[config.mk]
export PLATFORM = sky130hd
export DESIGN_NAME = spf_uart
export DESIGN_NICKNAME = d
export VERILOG_FILES = /design/src/verilog/spf_pkg.sv /design/src/verilog/spf_fifo.sv /design/src/verilog/spf_uart.sv
export SDC_FILE = /design/constraint.sdc
export NUM_CORES = 1
export LEC_CHECK = 0
export ABC_AREA = 0
export ABC_CLOCK_PERIOD_IN_PS = 11400
export BUFFER_PORTS_ARGS = -buffer_cell sky130_fd_sc_hd__buf_2
export CORE_ASPECT_RATIO = 1.25
export CORE_MARGIN = 2
export CORE_UTILIZATION = 35
export CTS_BUF_LIST = sky130_fd_sc_hd__clkbuf_2
export CTS_CLUSTER_SIZE = 30
export DETAILED_ROUTE_END_ITERATION = 10
export PLACE_DENSITY = 0.52
export SYNTH_ARGS = -nofsm -noshare
export SYNTH_HDL_FRONTEND = slang
export SYNTH_SLANG_ARGS = --single-unit
[constraint.sdc]
create_clock -name clock_i -period 11.4 [get_ports clock_i]
set_input_delay 0.57 -clock clock_i [delete_from_list [all_inputs] [get_ports clock_i]]
set_output_delay 0.57 -clock clock_i [all_outputs]
set_load 0.005 [all_outputs]
[src/verilog/spf_pkg.sv]
package spf_pkg;

	// ----------------------------------------------------------------
	// Clock and bit timing
	// ----------------------------------------------------------------
	localparam int unsigned CLK_HZ = 40_000_000;
	localparam int unsigned CLK_PERIOD_NS = 25;
	localparam logic [3:0] OVS_LAST = 4'hF;
	localparam logic [3:0] OVS_MID = 4'h7;
	localparam logic [5:0] HALF_BIT_TICKS = 6'h08;
	localparam logic [27:0] ACC_MOD = 28'(2 * CLK_HZ);
	localparam logic [22:0] COARSE_MASK = 23'h7FFFC0;

	// ----------------------------------------------------------------
	// Framing word fields
	// ----------------------------------------------------------------
	localparam int FMT_W = 6;
	localparam int FMT_LEN_LSB = 0;
	localparam int FMT_STOP_BIT = 2;
	localparam int FMT_PAR_EN_BIT = 3;
	localparam int FMT_PTYPE_LSB = 4;
	localparam logic [5:0] FMT_RESET = 6'h00;

	typedef enum logic [1:0] {
		SPF_LEN8 = 2'b00,
		SPF_LEN7 = 2'b01,
		SPF_LEN6 = 2'b10,
		SPF_LEN5 = 2'b11
	} spf_len_t;

	typedef enum logic [1:0] {
		SPF_PAR_ODD = 2'b00,
		SPF_PAR_EVEN = 2'b01,
		SPF_PAR_MARK = 2'b10,
		SPF_PAR_SPACE = 2'b11
	} spf_ptype_t;

	typedef struct packed {
		spf_ptype_t ptype;
		logic par_en;
		logic two_stop;
		spf_len_t len;
	} spf_fmt_t;

	typedef struct packed {
		logic parity;
		logic frame;
		logic overrun;
		logic rate;
	} spf_err_t;

	typedef enum logic [2:0] {
		SPF_IDLE = 3'b000,
		SPF_START = 3'b001,
		SPF_DATA = 3'b010,
		SPF_PAR = 3'b011,
		SPF_STOP = 3'b100
	} spf_state_t;

	// Shorthand codes 7..0 expanded to framing words, code 0 rightmost.
	localparam logic [7:0][5:0] SHORT_FMT = {6'h08, 6'h18, 6'h00, 6'h04,
		6'h09, 6'h19, 6'h0D, 6'h1D};

	// ----------------------------------------------------------------
	// Rate sets
	// ----------------------------------------------------------------
	localparam int NUM_IDX = 29;
	localparam logic [4:0] MAX_IDX = 5'h1C;
	localparam logic [2:0] MAX_SET = 3'h5;
	localparam logic [2:0] DEFAULT_SET = 3'h4;
	localparam logic [2:0] SET_ALT0 = 3'h2;
	localparam logic [2:0] SET_ALT1 = 3'h3;

	// Entries present per set, set 5 leftmost.
	localparam logic [5:0][28:0] AVAIL = {29'h1FF6FFFF, 29'h1FE7FFFF, 29'h1FF6FE7F,
		29'h1FF8FE7F, 29'h1FC0FFFF, 29'h1FC1FEFF};
	// Entries taken from the standard rate table per set.
	localparam logic [5:0][28:0] STAR = {29'h013681C1, 29'h0D2701C1, 29'h12B6E401,
		29'h0478EE01, 29'h10003DFF, 29'h00011EF9};

	// Returns twice the rate in bit/s, so the half rate stays whole.
	function automatic logic [18:0] spf_rate2(input logic [2:0] set, input logic [4:0] idx);
		logic [18:0] r;
		r = 19'h00000;
		case (idx)
			5'h00: r = (set == SET_ALT0 || set == SET_ALT1) ? 19'h03840 : 19'h04B00;
			5'h01: r = 19'h00096;
			5'h02: r = 19'h0012C;
			5'h03: r = 19'h00258;
			5'h04: r = 19'h00960;
			5'h05: r = 19'h012C0;
			5'h06: r = 19'h02580;
			5'h07: r = 19'h04B00;
			5'h08: r = 19'h09600;
			5'h09: r = 19'h00064;
			5'h0A: r = 19'h000DC;
			5'h0B: r = 19'h0010D;
			5'h0C: r = 19'h004B0;
			5'h0D: r = 19'h00E10;
			5'h0E: r = 19'h01C20;
			5'h0F: r = 19'h03840;
			5'h10: r = 19'h12C00;
			5'h11: r = 19'h1C200;
			5'h12: r = 19'h38400;
			5'h13: r = 19'h70800;
			5'h14: r = 19'h07080;
			5'h15: r = 19'h0E100;
			5'h16: r = 19'h00190;
			5'h17: r = 19'h00384;
			5'h18: r = 19'h006E0;
			5'h19: r = 19'h00708;
			5'h1A: r = 19'h00834;
			5'h1B: r = 19'h00868;
			5'h1C: r = 19'h00FA0;
			default: r = 19'h00000;
		endcase
		return r;
	endfunction : spf_rate2

endpackage : spf_pkg

[src/verilog/spf_fifo.sv]
`timescale 1ns/1ps

module spf_fifo #(
	parameter int WIDTH = 8,
	parameter int DEPTH = 4
) (
	input wire logic clock_i,
	input wire logic rstn_i,
	input wire logic [WIDTH-1:0] in_data_i,
	input wire logic in_valid_i,
	output logic in_ready_o,
	output logic [WIDTH-1:0] out_data_o,
	output logic out_valid_o,
	input wire logic out_ready_i
);

	localparam int AW = (DEPTH > 1) ? $clog2(DEPTH) : 1;
	localparam int CW = $clog2(DEPTH + 1);
	localparam logic [AW-1:0] LAST_PTR = AW'(DEPTH - 1);
	localparam logic [CW-1:0] FULL_COUNT = CW'(DEPTH);

	logic [WIDTH-1:0] mem [DEPTH];
	logic [AW-1:0] wptr;
	logic [AW-1:0] rptr;
	logic [CW-1:0] count;

	wire push = in_valid_i && in_ready_o;
	wire pop = out_valid_o && out_ready_i;
	wire [CW-1:0] next_count = CW'(count + CW'(push) - CW'(pop));
	wire [AW-1:0] next_wptr = (wptr == LAST_PTR) ? '0 : AW'(wptr + 1'b1);
	wire [AW-1:0] next_rptr = (rptr == LAST_PTR) ? '0 : AW'(rptr + 1'b1);

	assign out_valid_o = (count != '0);
	assign out_data_o = mem[rptr];

	always_ff @(posedge clock_i) begin
		if (push) begin
			mem[wptr] <= in_data_i;
		end
	end

	always_ff @(posedge clock_i or negedge rstn_i) begin
		if (!rstn_i) begin
			wptr <= '0;
			rptr <= '0;
			count <= '0;
			in_ready_o <= 1'b1;
		end else begin
			wptr <= push ? next_wptr : wptr;
			rptr <= pop ? next_rptr : rptr;
			count <= next_count;
			in_ready_o <= (next_count != FULL_COUNT);
		end
	end

endmodule : spf_fifo

[src/verilog/spf_uart.sv]
`timescale 1ns/1ps

// Overview of operation
// - Bits 1:0 pick 8, 7, 6 or 5 data bits and bit 2 gives two stop bits, one for 8 bits with parity and one and a half for 5 bits without.
// - Bit 3 enables parity and bits 5:4 choose odd, even, forced one or forced zero, the forced kinds being ignored on receive.
// - A shorthand code 0 to 7 selects 7-bit even or odd framing with two then one stop bits, or 8-bit no-parity two or one stop bits then even or odd with one.
// - A rate index is mapped through one of six rate sets, set four being used after reset.
// - Set four covers 50 to 115200 bit/s and only set two offers 230400 bit/s.
// - Starred rates come exactly from the standard table while the rest come from a timer that is finer on odd ports than on even ports.
// - One rate selection sets both directions and takes an index 0 to 28 or a literal rate 50 to 230400 bit/s.
// - Terminal ready is held high, a character is sent only with clear-to-send and data-set-ready high, and one is received only with carrier detect high.
module spf_uart #(
	parameter logic [4:0] DEFAULT_INDEX = 5'h00,
	parameter bit ODD_PORT = 1'b1,
	parameter int FIFO_DEPTH = 4
) (
	input wire logic clock_i,
	input wire logic rstn_i,
	input wire logic fmt_wr_i,
	input wire logic [31:0] fmt_i,
	input wire logic short_wr_i,
	input wire logic [2:0] short_code_i,
	input wire logic set_wr_i,
	input wire logic [2:0] set_i,
	input wire logic rate_wr_i,
	input wire logic rate_lit_sel_i,
	input wire logic [4:0] rate_idx_i,
	input wire logic [17:0] rate_lit_i,
	input wire logic [7:0] tx_data_i,
	input wire logic tx_valid_i,
	output logic tx_ready_o,
	output logic [7:0] rx_data_o,
	output logic rx_valid_o,
	input wire logic rx_ready_i,
	input wire logic dcd_i,
	input wire logic rxd_i,
	input wire logic dsr_i,
	input wire logic cts_i,
	input wire logic ri_i,
	output logic txd_o,
	output logic dtr_o,
	output logic rts_o,
	output logic ring_o,
	output spf_pkg::spf_fmt_t fmt_o,
	output logic [2:0] rate_set_o,
	output logic [4:0] rate_idx_o,
	output logic rate_ok_o,
	output spf_pkg::spf_err_t err_o
);

	// ----------------------------------------------------------------
	// Framing selection
	// ----------------------------------------------------------------
	wire [5:0] short_word = spf_pkg::SHORT_FMT[short_code_i];
	wire [5:0] fmt_word = fmt_i[spf_pkg::FMT_W-1:0];
	wire [5:0] next_fmt = fmt_wr_i ? fmt_word : (short_wr_i ? short_word : fmt_o);
	wire spf_pkg::spf_len_t len = fmt_o.len;
	wire [3:0] nbits = 4'(4'h8 - {2'b00, len});
	wire is8 = (len == spf_pkg::SPF_LEN8);
	wire is5 = (len == spf_pkg::SPF_LEN5);
	wire [1:0] stop_half = !fmt_o.two_stop ? 2'h2 :
		((is8 && fmt_o.par_en) ? 2'h2 : ((is5 && !fmt_o.par_en) ? 2'h3 : 2'h0));
	wire [5:0] stop_ticks = (stop_half == 2'h0) ? 6'h20 :
		6'(stop_half * spf_pkg::HALF_BIT_TICKS);
	wire [7:0] data_mask = 8'(8'hFF >> (4'h8 - nbits));

	// ----------------------------------------------------------------
	// Rate selection
	// ----------------------------------------------------------------
	localparam int NUM_IDX_W = spf_pkg::NUM_IDX;
	logic [2:0] rate_set;
	logic [4:0] rate_idx;
	logic [26:0] acc;
	logic [NUM_IDX_W-1:0] lit_match;
	logic [4:0] lit_idx;
	logic lit_found;

	for (genvar g = 0; g < spf_pkg::NUM_IDX; g++) begin : g_lit
		assign lit_match[g] = spf_pkg::AVAIL[rate_set][g] &&
			(spf_pkg::spf_rate2(rate_set, 5'(g)) == {rate_lit_i, 1'b0});
	end

	always_comb begin
		lit_idx = 5'h00;
		lit_found = 1'b0;
		for (int i = spf_pkg::NUM_IDX - 1; i >= 0; i--) begin
			if (lit_match[i]) begin
				lit_idx = 5'(i);
				lit_found = 1'b1;
			end
		end
	end

	wire [4:0] req_idx = rate_lit_sel_i ? lit_idx : rate_idx_i;
	wire req_idx_ok = (req_idx <= spf_pkg::MAX_IDX) && spf_pkg::AVAIL[rate_set][req_idx];
	wire rate_req_ok = rate_lit_sel_i ? lit_found : req_idx_ok;
	wire set_ok = (set_i <= spf_pkg::MAX_SET);
	wire [2:0] next_rate_set = (set_wr_i && set_ok) ? set_i : rate_set;
	wire [4:0] next_rate_idx = (rate_wr_i && rate_req_ok) ? req_idx : rate_idx;
	wire next_rate_err = (set_wr_i && !set_ok) || (rate_wr_i && !rate_req_ok);
	wire cur_ok = (rate_idx <= spf_pkg::MAX_IDX) && spf_pkg::AVAIL[rate_set][rate_idx];
	wire cur_star = spf_pkg::STAR[rate_set][rate_idx];
	wire [22:0] inc_exact = {spf_pkg::spf_rate2(rate_set, rate_idx), 4'h0};
	wire use_coarse = !cur_star && !ODD_PORT;
	wire [22:0] inc = use_coarse ? (inc_exact & spf_pkg::COARSE_MASK) : inc_exact;
	wire [27:0] acc_sum = {1'b0, acc} + {5'h00, inc};
	wire tick = rate_ok_o && (acc_sum >= spf_pkg::ACC_MOD);
	wire [26:0] next_acc = !rate_ok_o ? 27'h0000000 :
		(tick ? 27'(acc_sum - spf_pkg::ACC_MOD) : acc_sum[26:0]);

	// ----------------------------------------------------------------
	// Transmit path
	// ----------------------------------------------------------------
	logic [7:0] fifo_data;
	logic fifo_valid;
	spf_pkg::spf_state_t tx_state;
	logic [5:0] tx_tcnt;
	logic [3:0] tx_bit;
	logic [7:0] tx_sh;
	logic tx_par;

	wire tx_allowed = cts_i && dsr_i && rate_ok_o;
	wire tx_load = (tx_state == spf_pkg::SPF_IDLE) && fifo_valid && tx_allowed;
	wire [7:0] load_data = fifo_data & data_mask;
	wire load_par = (fmt_o.ptype == spf_pkg::SPF_PAR_ODD) ? ~^load_data :
		((fmt_o.ptype == spf_pkg::SPF_PAR_EVEN) ? ^load_data :
		(fmt_o.ptype == spf_pkg::SPF_PAR_MARK));
	wire tx_bit_end = tick && (tx_tcnt[3:0] == spf_pkg::OVS_LAST);
	wire tx_stop_end = tick && (tx_tcnt == 6'(stop_ticks - 6'h01));
	wire tx_last_data = (tx_bit == 4'(nbits - 4'h1));
	spf_pkg::spf_state_t next_tx_state;

	always_comb begin
		next_tx_state = tx_state;
		case (tx_state)
			spf_pkg::SPF_IDLE: begin
				if (tx_load) begin
					next_tx_state = spf_pkg::SPF_START;
				end
			end
			spf_pkg::SPF_START: begin
				if (tx_bit_end) begin
					next_tx_state = spf_pkg::SPF_DATA;
				end
			end
			spf_pkg::SPF_DATA: begin
				if (tx_bit_end && tx_last_data) begin
					next_tx_state = fmt_o.par_en ? spf_pkg::SPF_PAR : spf_pkg::SPF_STOP;
				end
			end
			spf_pkg::SPF_PAR: begin
				if (tx_bit_end) begin
					next_tx_state = spf_pkg::SPF_STOP;
				end
			end
			spf_pkg::SPF_STOP: begin
				if (tx_stop_end) begin
					next_tx_state = spf_pkg::SPF_IDLE;
				end
			end
			default: next_tx_state = spf_pkg::SPF_IDLE;
		endcase
	end

	wire tx_state_chg = (next_tx_state != tx_state);
	wire [5:0] next_tx_tcnt = (tx_state_chg || tx_bit_end && tx_state == spf_pkg::SPF_DATA) ?
		6'h00 : (tick ? 6'(tx_tcnt + 6'h01) : tx_tcnt);
	wire tx_shift = tx_bit_end && (tx_state == spf_pkg::SPF_DATA);
	wire [7:0] next_tx_sh = tx_load ? load_data : (tx_shift ? {1'b0, tx_sh[7:1]} : tx_sh);
	wire [3:0] next_tx_bit = tx_load ? 4'h0 : (tx_shift ? 4'(tx_bit + 4'h1) : tx_bit);
	wire next_txd = (next_tx_state == spf_pkg::SPF_START) ? 1'b0 :
		((next_tx_state == spf_pkg::SPF_DATA) ? next_tx_sh[0] :
		((next_tx_state == spf_pkg::SPF_PAR) ? tx_par : 1'b1));

	spf_fifo #(
		.WIDTH(8),
		.DEPTH(FIFO_DEPTH)
	) u_tx_fifo (
		.clock_i(clock_i),
		.rstn_i(rstn_i),
		.in_data_i(tx_data_i),
		.in_valid_i(tx_valid_i),
		.in_ready_o(tx_ready_o),
		.out_data_o(fifo_data),
		.out_valid_o(fifo_valid),
		.out_ready_i(tx_load)
	);

	// ----------------------------------------------------------------
	// Receive path
	// ----------------------------------------------------------------
	spf_pkg::spf_state_t rx_state;
	logic [3:0] rx_tcnt;
	logic [3:0] rx_bit;
	logic [7:0] rx_sh;
	logic rx_par_bad;

	wire rx_mid = tick && (rx_tcnt == spf_pkg::OVS_MID);
	wire rx_end = tick && (rx_tcnt == spf_pkg::OVS_LAST);
	wire [7:0] rx_word = 8'(rx_sh >> (4'h8 - nbits));
	wire rx_exp_par = (fmt_o.ptype == spf_pkg::SPF_PAR_ODD) ? ~^rx_word : ^rx_word;
	wire par_checked = fmt_o.ptype == spf_pkg::SPF_PAR_ODD ||
		fmt_o.ptype == spf_pkg::SPF_PAR_EVEN;
	wire rx_last_data = (rx_bit == 4'(nbits - 4'h1));
	wire rx_done = rx_end && (rx_state == spf_pkg::SPF_STOP);
	wire rx_take = rx_done && dcd_i && (!rx_valid_o || rx_ready_i);
	wire rx_lost = rx_done && dcd_i && rx_valid_o && !rx_ready_i;
	spf_pkg::spf_state_t next_rx_state;

	always_comb begin
		next_rx_state = rx_state;
		case (rx_state)
			spf_pkg::SPF_IDLE: begin
				if (dcd_i && !rxd_i && rate_ok_o) begin
					next_rx_state = spf_pkg::SPF_START;
				end
			end
			spf_pkg::SPF_START: begin
				if (rx_mid) begin
					next_rx_state = rxd_i ? spf_pkg::SPF_IDLE : spf_pkg::SPF_DATA;
				end
			end
			spf_pkg::SPF_DATA: begin
				if (rx_end && rx_last_data) begin
					next_rx_state = fmt_o.par_en ? spf_pkg::SPF_PAR : spf_pkg::SPF_STOP;
				end
			end
			spf_pkg::SPF_PAR: begin
				if (rx_end) begin
					next_rx_state = spf_pkg::SPF_STOP;
				end
			end
			spf_pkg::SPF_STOP: begin
				if (rx_end) begin
					next_rx_state = spf_pkg::SPF_IDLE;
				end
			end
			default: next_rx_state = spf_pkg::SPF_IDLE;
		endcase
	end

	wire rx_restart = (rx_state == spf_pkg::SPF_START) && rx_mid;
	wire [3:0] next_rx_tcnt = (rx_state == spf_pkg::SPF_IDLE || rx_restart) ? 4'h0 :
		(tick ? 4'(rx_tcnt + 4'h1) : rx_tcnt);
	wire rx_sample = rx_end && (rx_state == spf_pkg::SPF_DATA);
	wire [7:0] next_rx_sh = rx_restart ? 8'h00 : (rx_sample ? {rxd_i, rx_sh[7:1]} : rx_sh);
	wire [3:0] next_rx_bit = rx_restart ? 4'h0 : (rx_sample ? 4'(rx_bit + 4'h1) : rx_bit);
	wire next_par_bad = rx_restart ? 1'b0 :
		((rx_end && rx_state == spf_pkg::SPF_PAR) ? (par_checked && rxd_i != rx_exp_par) :
		rx_par_bad);
	wire next_rx_valid = rx_take ? 1'b1 : (rx_ready_i ? 1'b0 : rx_valid_o);
	wire [7:0] next_rx_data = rx_take ? rx_word : rx_data_o;
	wire spf_pkg::spf_err_t next_err = '{parity: rx_take && rx_par_bad,
		frame: rx_take && !rxd_i, overrun: rx_lost, rate: next_rate_err};

	// ----------------------------------------------------------------
	// State registers
	// ----------------------------------------------------------------
	always_ff @(posedge clock_i or negedge rstn_i) begin
		if (!rstn_i) begin
			fmt_o <= spf_pkg::FMT_RESET;
			rate_set <= spf_pkg::DEFAULT_SET;
			rate_idx <= DEFAULT_INDEX;
			rate_ok_o <= 1'b0;
			acc <= '0;
			err_o <= '0;
		end else begin
			fmt_o <= next_fmt;
			rate_set <= next_rate_set;
			rate_idx <= next_rate_idx;
			rate_ok_o <= cur_ok;
			acc <= next_acc;
			err_o <= next_err;
		end
	end

	always_ff @(posedge clock_i or negedge rstn_i) begin
		if (!rstn_i) begin
			tx_state <= spf_pkg::SPF_IDLE;
			tx_tcnt <= 6'h00;
			tx_bit <= 4'h0;
			tx_sh <= 8'h00;
			tx_par <= 1'b0;
			txd_o <= 1'b1;
		end else begin
			tx_state <= next_tx_state;
			tx_tcnt <= next_tx_tcnt;
			tx_bit <= next_tx_bit;
			tx_sh <= next_tx_sh;
			tx_par <= tx_load ? load_par : tx_par;
			txd_o <= next_txd;
		end
	end

	always_ff @(posedge clock_i or negedge rstn_i) begin
		if (!rstn_i) begin
			rx_state <= spf_pkg::SPF_IDLE;
			rx_tcnt <= 4'h0;
			rx_bit <= 4'h0;
			rx_sh <= 8'h00;
			rx_par_bad <= 1'b0;
			rx_valid_o <= 1'b0;
			rx_data_o <= 8'h00;
		end else begin
			rx_state <= next_rx_state;
			rx_tcnt <= next_rx_tcnt;
			rx_bit <= next_rx_bit;
			rx_sh <= next_rx_sh;
			rx_par_bad <= next_par_bad;
			rx_valid_o <= next_rx_valid;
			rx_data_o <= next_rx_data;
		end
	end

	always_ff @(posedge clock_i or negedge rstn_i) begin
		if (!rstn_i) begin
			dtr_o <= 1'b1;
			rts_o <= 1'b0;
			ring_o <= 1'b0;
		end else begin
			dtr_o <= 1'b1;
			rts_o <= !next_rx_valid;
			ring_o <= ri_i;
		end
	end

	assign rate_set_o = rate_set;
	assign rate_idx_o = rate_idx;

endmodule : spf_uart
==> results.md, run 1 <==
- Final Cycle Share: 0.5951
- Metal2 WL: 13410 um
- First-pass iteration count of the detailed router: 5
- Initial Util: 0.3544
- Mean post-synth cell area: 8.968 um2
- Yosys top cell by area: dfrtp_1
- CTS tree: built
- Avg WL per Cell: 16.92 um
- Status: complete, no violations
- Maxcap violations: 0
- Slew @ Worst Pin: 947.8 ps
- Path type of the worst setup path: flip-flop to flip-flop
- DRC: 0
- Most used flip-flop cell after synthesis: dfrtp_1
- First-pass GRT wire length: 42260 um
- Die area: 0.02919 mm2
- Via count: 8484
- Final WL: 25880 um
- Multi-input logic area: 0.005803 mm2
- # fillers: 2854
- Antenna violations before repair: 1
- LEAKAGE: 4.570 nW
- Clock Path Buffers: 2
- Share of the synthesized area in the top cell type: 0.2595
- DP Area: 0.01045 mm2
- Pre-CTS setup slack: 4613 ps
- Area grow syn2layout: 12.20%
- FMAX: 147.4 MHz
- Routed met3 length: 938 um
- Nets: 1287
- Synth Cell Area: 0.009739 mm2
- Fin worst setup slack: 4616 ps
- DRT iter0 DRCs: 462
- Top routing layer used: met4
- Synth Register Bits: 136
- CTS Buf Count: 17
- Core area: 0.02748 mm2
- Cts hold-fix bufs: 21
- Final Setup Violations: 0
- Layout cells sized above 1: 0.1520
- Worst Setup End Kind: flip-flop
- GRT Total Usage: 0.1787
- IO Port Bufs: 88
- Final Hold Viols: 0
- Gate count of the mapped netlist: 1086
- Post-layout minimum cycle time: 6784 ps
- Power Density: 171.5 mW/mm2
- Synth unique cells: 84
- Vias in the first global route: 8275
- Setup tns final: 0 ps
- Clock latency on the worst-skew pair: 730 ps
- Die Wd: 153.2 um
- Drt via density: 5.549
- FFs w/ async S/R, synth: 0.7647
- Post-route antenna net violation count: 0
- Most area-consuming cells after synthesis: dfrtp_1 26%, edfxtp_1 9.9%, ha_1 4.8%
- Worst VDD drop: 174.7 uV
- YS warnings: 0
- Worst Hold Class: primary input to flip-flop
- Max FO, Critical Path: 27
- Hold_ws: 116.6 ps
- Post-synth EDFFs: 32
- Die Y-Extent: 190.5 um
- Layout Skew: 42.27 ps
- Core Rows: 68
- Pin count of the biggest net entering global routing: 73
- Design area: 0.01093 mm2
- Setup crit start kind: flip-flop
- WL met1: 10790 um
- Pins over their slew limit: 0
- Hpwl dp: 19200 um
- Global route overflow: 0
- Syn_nets: 1208
- RSZ-0062 raised after global routing: false
- Crit path DAT: 7410 ps
- Post-CTS setup buffers: 0
- Slew margin rel.: 0.3682
- Root buffer cell: clkbuf_2
- Io pins: 116
- H-tree Lvls: 4
- CTS clk-pin slew, worst paths: 220 ps
- Worst Path Required: 12030 ps
- Clk sinks: 136
- Post-synthesis sequential area ratio: 0.3663
- GPL Wtd Cong: 0.8967
- Post_cts resized: 0
- Reg area: 0.003567 mm2
[cell usage in the layout (no fill, tap or decap), types with 15 or more instances in the layout]
master / netlist / layout
nand2_1: 95 / 95
mux2i_1: 19 / 19
nor2b_1: 22 / 22
o21ai_0: 54 / 54
edfxtp_1: 32 / 32
a21o_1: 15 / 15
clkbuf_2: 0 / 17
and2_1: 16 / 16
nor2_1: 102 / 102
dfrtp_1: 101 / 101
xnor2_1: 49 / 49
buf_2: 3 / 87
inv_1: 43 / 43
nor3_1: 32 / 32
nor4_1: 29 / 28
dlygate4sd3_1: 0 / 21
nand2b_1: 23 / 23
or3_1: 15 / 15
nand3_1: 37 / 37
a21oi_1: 50 / 50
ha_1: 37 / 37
xor2_1: 17 / 17
[layer usage]
layer	vias to the layer above	track usage
met5	-	0
met4	0	0.07194
met3	47	0.02864
met2	208	0.3276
met1	4079	0.2073
li1	4150	-
[flip-flops by register name (all words and copies together) (netlist names), 2 cells and up]
register and count:
acc 23, err_o 4, fmt_o 4, len 2
rate_idx_o 5, rate_set_o 3, rx_bit 4, rx_data_o 8
rx_sh 8, rx_state 3, rx_tcnt 4, tx_bit 4
tx_sh 8, tx_state 3, tx_tcnt 6, u_tx_fifo.count 3
u_tx_fifo.mem 32, u_tx_fifo.rptr 2, u_tx_fifo.wptr 2
[worst paths after layout]
path                               startpoint      endpoint  slack (ps)  depth (start not counted)
worst max-delay path            rate_idx_o[1]  rx_data_o[4]        4620                         21
worst min-delay path               short_wr_i      fmt_o[5]         120                          2
worst max register to register  rate_idx_o[1]  rx_data_o[4]        4620                         21
worst min register to register   rx_data_o[6]  rx_data_o[6]         510                          1
max in group asynchronous              rstn_i    rx_tcnt[2]        9770                          3
min in group asynchronous              rstn_i       acc[23]         280                          2
[kinds of logic (layout without fill, tap and decap cells)]
family | after synthesis | after routing | share of synthesized area
AO/OA/AOI/OAI | 248 | 248 | 0.1750
XOR/XNOR | 66 | 66 | 0.05935
adder cells (fa/ha/maj) | 39 | 39 | 0.05164
buffers and inverters | 98 | 190 | 0.03854
flip-flops | 136 | 136 | 0.3663
multiplexers | 43 | 43 | 0.06231
other | 1 | 2 | 0.0003850
AND/OR/NAND/NOR | 455 | 455 | 0.2465
[power by group]
part | total [mW] | internal [mW] | switching [mW]
clock network | 0.317 | 0.123 | 0.194
logic | 0.923 | 0.373 | 0.550
registers | 0.634 | 0.575 | 0.0590
total | 1.87 | 1.07 | 0.802
[synth_stat cells (all sizes together), types with 9 or more instances]
cell,instances
o21a,13
xnor2,49
dfrtp,101
nor4,29
or4,12
nand4,9
nand2b,23
or3,15
edfxtp,32
and2,16
mux4,13
a21oi,50
nand2,95
and3,14
a31oi,10
nor2b,22
or2,10
inv,43
clkbuf,46
mux2i,19
mux2,11
o21ai,56
nand3,38
xor2,17
a211oi,14
ha,37
nor3,32
o31ai,14
a21o,15
nor2,102
[final cells by class]
| type | instances | share of cell area |
|---|---|---|
| multi-input combinational | 852 | 0.5310 |
| sequential | 136 | 0.3264 |
| timing repair buffer | 114 | 0.06320 |
| tap | 350 | 0.04007 |
| clock inverter | 15 | 0.01614 |
| inverter | 44 | 0.01511 |
| clock buffer | 17 | 0.007786 |
| antenna | 1 | 0.0002290 |
[stage by stage]
step,total power [mW],util,instances
after detailed placement,1.560,0.3804,1475
final,1.874,0.3977,1529
after global placement,1.557,0.3804,1475
after floorplan,1.323,-,1086
after global routing,2.031,0.3977,1529
after CTS,1.898,0.3976,1528
[critical path, cell delays in order (launching register included)]
cell      delay, ps
dfrtp_1         900
clkinv_1        520
nor2_1          320
a21oi_1          70
nor2_1          110
a21oi_1          60
o32ai_1         150
ha_1            340
a21o_1          200
a22oi_1         300
nor2b_1         200
xnor2_1         270
ha_1            300
nand3_1          80
nor3_1          250
nand4_1         130
or4_1           540
nand4b_2        170
nand3_2         300
or3_1           610
nor3b_4         480
mux2_2          390
No activity file was read; power rests on OpenSTA's default activity.
==> run 2: changes to the inputs <==
- ABC_CLOCK_PERIOD_IN_PS: 11400 -> 5900
- PLACE_DENSITY: 0.52 -> 0.53
- clock period: 11.4 -> 5.9 ns (I/O delays scaled with it)
==> results.md, run 2 (synthesis gave the netlist of run 1 again) <==
- Io pins: 116
- Most common cell after layout, fill and taps aside: nor2_1
- Worst r2r src: rate_idx_o[4]
- Nets: 1336
- Clock latency on the worst-skew pair: 740 ps
- IO Port Bufs: 88
- Die Y-Extent: 190.5 um
- Max FO, Critical Path: 12
- Maxcap violations: 0
- Power Density: 327.2 mW/mm2
- Die area: 0.02919 mm2
- Worst Hold Class: primary input to flip-flop
- Post-route antenna net violation count: 0
- Most frequent cell on the critical path: a221o_1
- H-tree Lvls: 4
- Largest delay contributor family on the critical path: simple AND/OR/NAND/NOR gates
- Vias in the first global route: 8516
- Slew @ Worst Pin: 908.3 ps
- Hold Crit Start: rate_lit_sel_i
- Worst Path Required: 6570 ps
- Antenna violations before repair: 1
- FMAX: 178.4 MHz
- Final WL: 26090 um
- Slowest-stage cell, CP: dlygate4sd3_1
- CTS Buf Count: 17
- Crit Reg-Reg Endpoint: err_o[2]
- First-pass GRT wire length: 42330 um
- Layout cells sized above 1: 0.1687
- Status: complete, no violations
- Setup tns final: 0 ps
- Worst Setup End Kind: flip-flop
- Path type of the worst setup path: flip-flop to flip-flop
- Clk sinks: 136
- Setup crit start kind: flip-flop
- GPL Wtd Cong: 0.9282
- Slowest Stage Delay on Critical Path: 570 ps
- Root buffer cell: clkbuf_2
- Post-CTS setup buffers: 0
- Max reg flops: 32
- Final Setup Violations: 0
- Slew margin rel.: 0.3889
- LEAKAGE: 4.812 nW
- Post-layout minimum cycle time: 5606 ps
- Layout Skew: 39.12 ps
- GRT Total Usage: 0.1785
- Core Rows: 68
- Endpoint, Worst Hold: rate_idx_o[4]
- WP buf/inv: 3
- Worst path cell trace: inv_1 > nand2_1 > a221o_1 > a21oi_1 > ha_1 > and3_1 > a221o_1 > a2111oi_4 > nor3_1 > or2_1 > or4_1 > nand4b_2 > nand3_2 > buf_4 > or2_2 > nor4_1 > dlygate4sd3_1
- Crit path DAT: 6280 ps
- Global route overflow: 0
- Hpwl dp: 19650 um
- WHS Path Cells: 3
- Drt via density: 5.488
- Non-filler cells in the finished layout: 1578
- RSZ-0062 raised after global routing: false
- Worst VDD drop: 178.2 uV
- Power Total: 3.732 mW
- Post-placement cell count: 1502
- CTS clk-pin slew, worst paths: 190 ps
- First-pass iteration count of the detailed router: 5
- Pins over their slew limit: 0
- Via count: 8660
- R2R depth: 17
- Largest Register: u_tx_fifo.mem
- Avg WL per Cell: 16.53 um
- Die Wd: 153.2 um
- Clock Path Buffers: 2
- Largest regs: u_tx_fifo.mem x32, acc x23
- CTS tree: built
- R2R setup slack: 290 ps
- Final Hold Viols: 0
- DRT iter0 DRCs: 468
- Area grow syn2layout: 17.10%
- Final Cycle Share: 0.9501
- Initial Util: 0.3544
- Commonest non-fill, non-tap cells in the layout: 102 x nor2_1, 99 x dfrtp_1, 95 x nand2_1
- Pin count of the biggest net entering global routing: 54
- Core area: 0.02748 mm2
- DRC: 0
[run 2: changes by cell type in the layout (fill, tap and decap cells not counted), sizes merged]
cell | previous run | this run
inv | 46 | 45
bufinv | 3 | 5
dlygate4sd3 | 21 | 43
clkinv | 8 | 3
buf | 93 | 120
clkbuf | 17 | 21
[run 2: area by class of cell]
type,instances,area [um2]
Fill cell,2735,16080
Multi-Input combinational cell,852,5803
Sequential cell,136,3570
Timing Repair Buffer,163,1126
Tap cell,350,437.9
Clock inverter,11,195.2
Inverter,44,165.2
Clock buffer,21,105.1
Antenna cell,1,2.502
[run 2: worst reg2reg max path, cell delays in order (launching register included)]
cell and delay, ps:
dfrtp_1 420, inv_1 330, nand2_1 260, a221o_1 390
a21oi_1 220, ha_1 350, and3_1 200, a221o_1 360
a2111oi_4 350, nor3_1 130, or2_1 290, or4_1 560
nand4b_2 190, nand3_2 120, buf_4 210, or2_2 360
nor4_1 260, dlygate4sd3_1 570
[run 2: per-layer routing]
| layer | share of wire | track usage |
|---|---|---|
| met1 | 0.42 | 0.2076 |
| met5 | 0 | 0 |
| met2 | 0.52 | 0.3237 |
| met4 | 0.032 | 0.07372 |
| met3 | 0.036 | 0.03136 |
[run 2: through the flow]
step           instance area, um2    util  setup slack (ps)  hold WS [ps]
2_1_floorplan                9739       -             550.2       -0.5911
3_3_place_gp                10670  0.3882             381.6         400.7
3_5_place_dp                10670  0.3882             398.7         398.1
4_1_cts                     11400  0.4148             276.6         4.374
5_1_grt                     11400  0.4150             29.96         10.86
6_report                    11400  0.4150             294.4         71.76
[run 2: timing repair]
action,in CTS,in global routing
endpoints found under the setup margin,0,1
hold buffers,43,0
endpoints found under the hold margin,110,0
gates resized for setup,0,2
[run 2: worst max path at each step]
| stage | startpoint | endpoint | slack, ps | cells after the start |
|---|---|---|---|---|
| 6_report | rate_idx_o[4] | err_o[2] | 290 | 17 |
| 3_5_place_dp | rate_idx_o[3] | rx_data_o[2] | 400 | 18 |
| 3_3_place_gp | rate_idx_o[3] | txd_o | 380 | 18 |
| 4_1_cts | rate_idx_o[3] | err_o[2] | 280 | 18 |
| 5_1_grt | rate_idx_o[4] | err_o[2] | 30 | 17 |
| 2_1_floorplan | rate_idx_o[2] | rx_data_o[0] | 550 | 21 |
[run 2: power by group]
| part | internal, mW | switching, mW | total (mW) |
|---|---|---|---|
| logic | 0.775 | 1.07 | 1.85 |
| registers | 1.11 | 0.0849 | 1.20 |
| clock network | 0.330 | 0.355 | 0.685 |
==> run 3: changes to the inputs <==
- CTS_BUF_LIST: sky130_fd_sc_hd__clkbuf_2 -> sky130_fd_sc_hd__clkbuf_4 sky130_fd_sc_hd__clkbuf_8
==> results.md, run 3 (synthesis gave the netlist of run 1 again) <==
- First-pass GRT wire length: 41990 um
- FMAX: 181.3 MHz
- WHS Path Cells: 3
- Worst Setup End Kind: flip-flop
- Setup tns final: 0 ps
- Setup crit start kind: flip-flop
- RSZ-0062 raised after global routing: false
- DRC: 0
- GPL Wtd Cong: 0.9282
- CTS Buf Count: 17
- Via count: 8506
- Combinational power share: 0.467
- Final WL: 25780 um
- Clock share of power: 0.228
- Grt met1 use: 0.2077
- Worst path depth: 17
- H-tree Lvls: 4
- Crit path DAT: 5850 ps
- Layout Skew: 13.36 ps
- DRT iter0 DRCs: 392
- LEAKAGE: 4.696 nW
- Commonest non-fill, non-tap cells in the layout: 102 x nor2_1, 101 x dfrtp_1, 95 x nand2_1
- Slowest-stage cell, CP: or4_1
- Slowest Stage Delay on Critical Path: 560 ps
- Core Rows: 68
- Pins over their slew limit: 0
- IO Port Bufs: 88
- Die Y-Extent: 190.5 um
- Core area: 0.02748 mm2
- Status: complete, no violations
- Power Total: 3.917 mW
- Global route overflow: 0
- Slew @ Worst Pin: 893.3 ps
- WP buf/inv: 2
- Layout cells sized above 1: 0.1728
- Maxcap violations: 0
- Switching share of power: 0.3895
- CTS clk-pin slew, worst paths: 80 ps
- Clk sinks: 136
- Drt via density: 5.538
- Clock latency on the worst-skew pair: 450 ps
- Most frequent cell on the critical path: a221o_1
- Top Usage Layer GRT: met2
- Largest Register: u_tx_fifo.mem
- Post-route antenna net violation count: 0
- Pin count of the biggest net entering global routing: 54
- Seq pwr share: 0.306
- Path type of the worst setup path: flip-flop to flip-flop
- Hpwl dp: 19650 um
- Final Hold Viols: 0
- Final Cycle Share: 0.9350
- Largest regs: u_tx_fifo.mem x32, acc x23
- R2R setup slack: 380 ps
- Power Density: 351.4 mW/mm2
- Vias in the first global route: 8377
- Internal power: 2.392 mW
- Post-CTS setup buffers: 0
- Max FO, Critical Path: 11
- # fillers: 2752
- Initial Util: 0.3544
- Most common cell after layout, fill and taps aside: nor2_1
- Post-placement cell count: 1502
- Die Wd: 153.2 um
- Io pins: 116
- Worst Path Required: 6240 ps
- Final Setup Violations: 0
- Pre-CTS setup slack: 398.7 ps
- Largest delay contributor family on the critical path: simple AND/OR/NAND/NOR gates
- Nets: 1295
- R2R depth: 17
- Met3 Resource Use GR: 0.02727
- CTS tree: built
- Max reg flops: 32
- Worst VDD drop: 250.6 uV
- Diode count: 0
- Antenna violations before repair: 0
- Post-layout minimum cycle time: 5517 ps
- Non-filler cells in the finished layout: 1536
- Psw: 1.526 mW
- GRT Total Usage: 0.1770
- Post_cts resized: 0
- Die area: 0.02919 mm2
- Avg WL per Cell: 16.78 um
- Root buffer cell: clkbuf_8
- Grt met2 use: 0.3187
- Fin worst setup slack: 383.4 ps
- Area grow syn2layout: 14.47%
- Worst Hold Class: primary input to flip-flop
- First-pass iteration count of the detailed router: 5
- Worst path cell trace: inv_1 > nand2_1 > a221o_1 > a21oi_1 > ha_1 > and3_1 > a221o_1 > a2111oi_4 > nor3_1 > or2_1 > or4_1 > nand4b_2 > nand3_2 > or3_1 > nor3b_4 > buf_4 > mux2_2
- Slew margin rel.: 0.3990
- Clock Path Buffers: 2
==> run 3: cell count changes in the layout (fill, tap and decap cells not counted) <==
| cell | change |
|---|---|
| dlygate4sd3_1 | -41 |
| clkbuf_2 | -21 |
| clkbuf_8 | +17 |
| clkbuf_4 | +4 |
| dfrtp_1 | +2 |
| dfrtp_2 | -2 |
| diode_2 | -1 |
==> run 3: repair_timing <==
action,CTS,global route
endpoints found under the setup margin,0,0
hold endpoints to repair,51,0
hold buffers,2,0
==> run 3: worst reg2reg max path: stages, from the launching register on <==
cell and delay, ps:
dfrtp_1 380, inv_1 330, nand2_1 250, a221o_1 390, a21oi_1 220, ha_1 350, and3_1 210, a221o_1 360
a2111oi_4 350, nor3_1 130, or2_1 290, or4_1 560, nand4b_2 180, nand3_2 120, or3_1 510, nor3b_4 230
buf_4 200, mux2_2 350
==> run 3: final cells by class <==
type,count,area (um2),share of cell area
Sequential cell,136,3567,0.3200
Tap cell,350,437.9,0.03928
Timing Repair Buffer,122,715.7,0.06420
Clock buffer,21,264.0,0.02368
Multi-Input combinational cell,852,5803,0.5205
Inverter,44,165.2,0.01481
Clock inverter,11,195.2,0.01751
==> run 3: power by group through the flow <==
stage / clock [mW] / combinational, mW / sequential, mW
floorplan: 0 / 1.37 / 1.18
global placement: 0 / 1.82 / 1.21
detailed placement: 0 / 1.82 / 1.22
CTS: 0.924 / 1.83 / 1.20
global route: 0.960 / 2.03 / 1.21
finish: 0.892 / 1.83 / 1.20
==> run 3: layer usage <==
metal  share of wire  routed length [um]  vias up
met5               0                   0        -
met4           0.031                 800        0
met3           0.039                1004       57
met2            0.51               13250      241
met1            0.42               10730     4032
li1                -                   -     4176
==> run 3: stage by stage <==
stage               hold slack (ps)  area, um2    util
global placement              400.7      10670  0.3882
floorplan                   -0.5911       9739       -
finish                        46.79      11150  0.4057
CTS                           15.61      11150  0.4057
global route                  27.31      11150  0.4057
detailed placement            398.1      10670  0.3882
==> run 3: final timing paths <==
| check | from | to |
|---|---|---|
| hold reg to reg | rx_data_o[3] | rx_data_o[3] |
| setup / recovery | rate_idx_o[4] | rx_data_o[2] |
| setup reg to reg | rate_idx_o[4] | rx_data_o[2] |
| hold / removal | fmt_i[0] | len[0] |
| min in group asynchronous | rstn_i | u_tx_fifo.wptr[0] |
| max in group asynchronous | rstn_i | rx_data_o[1] |
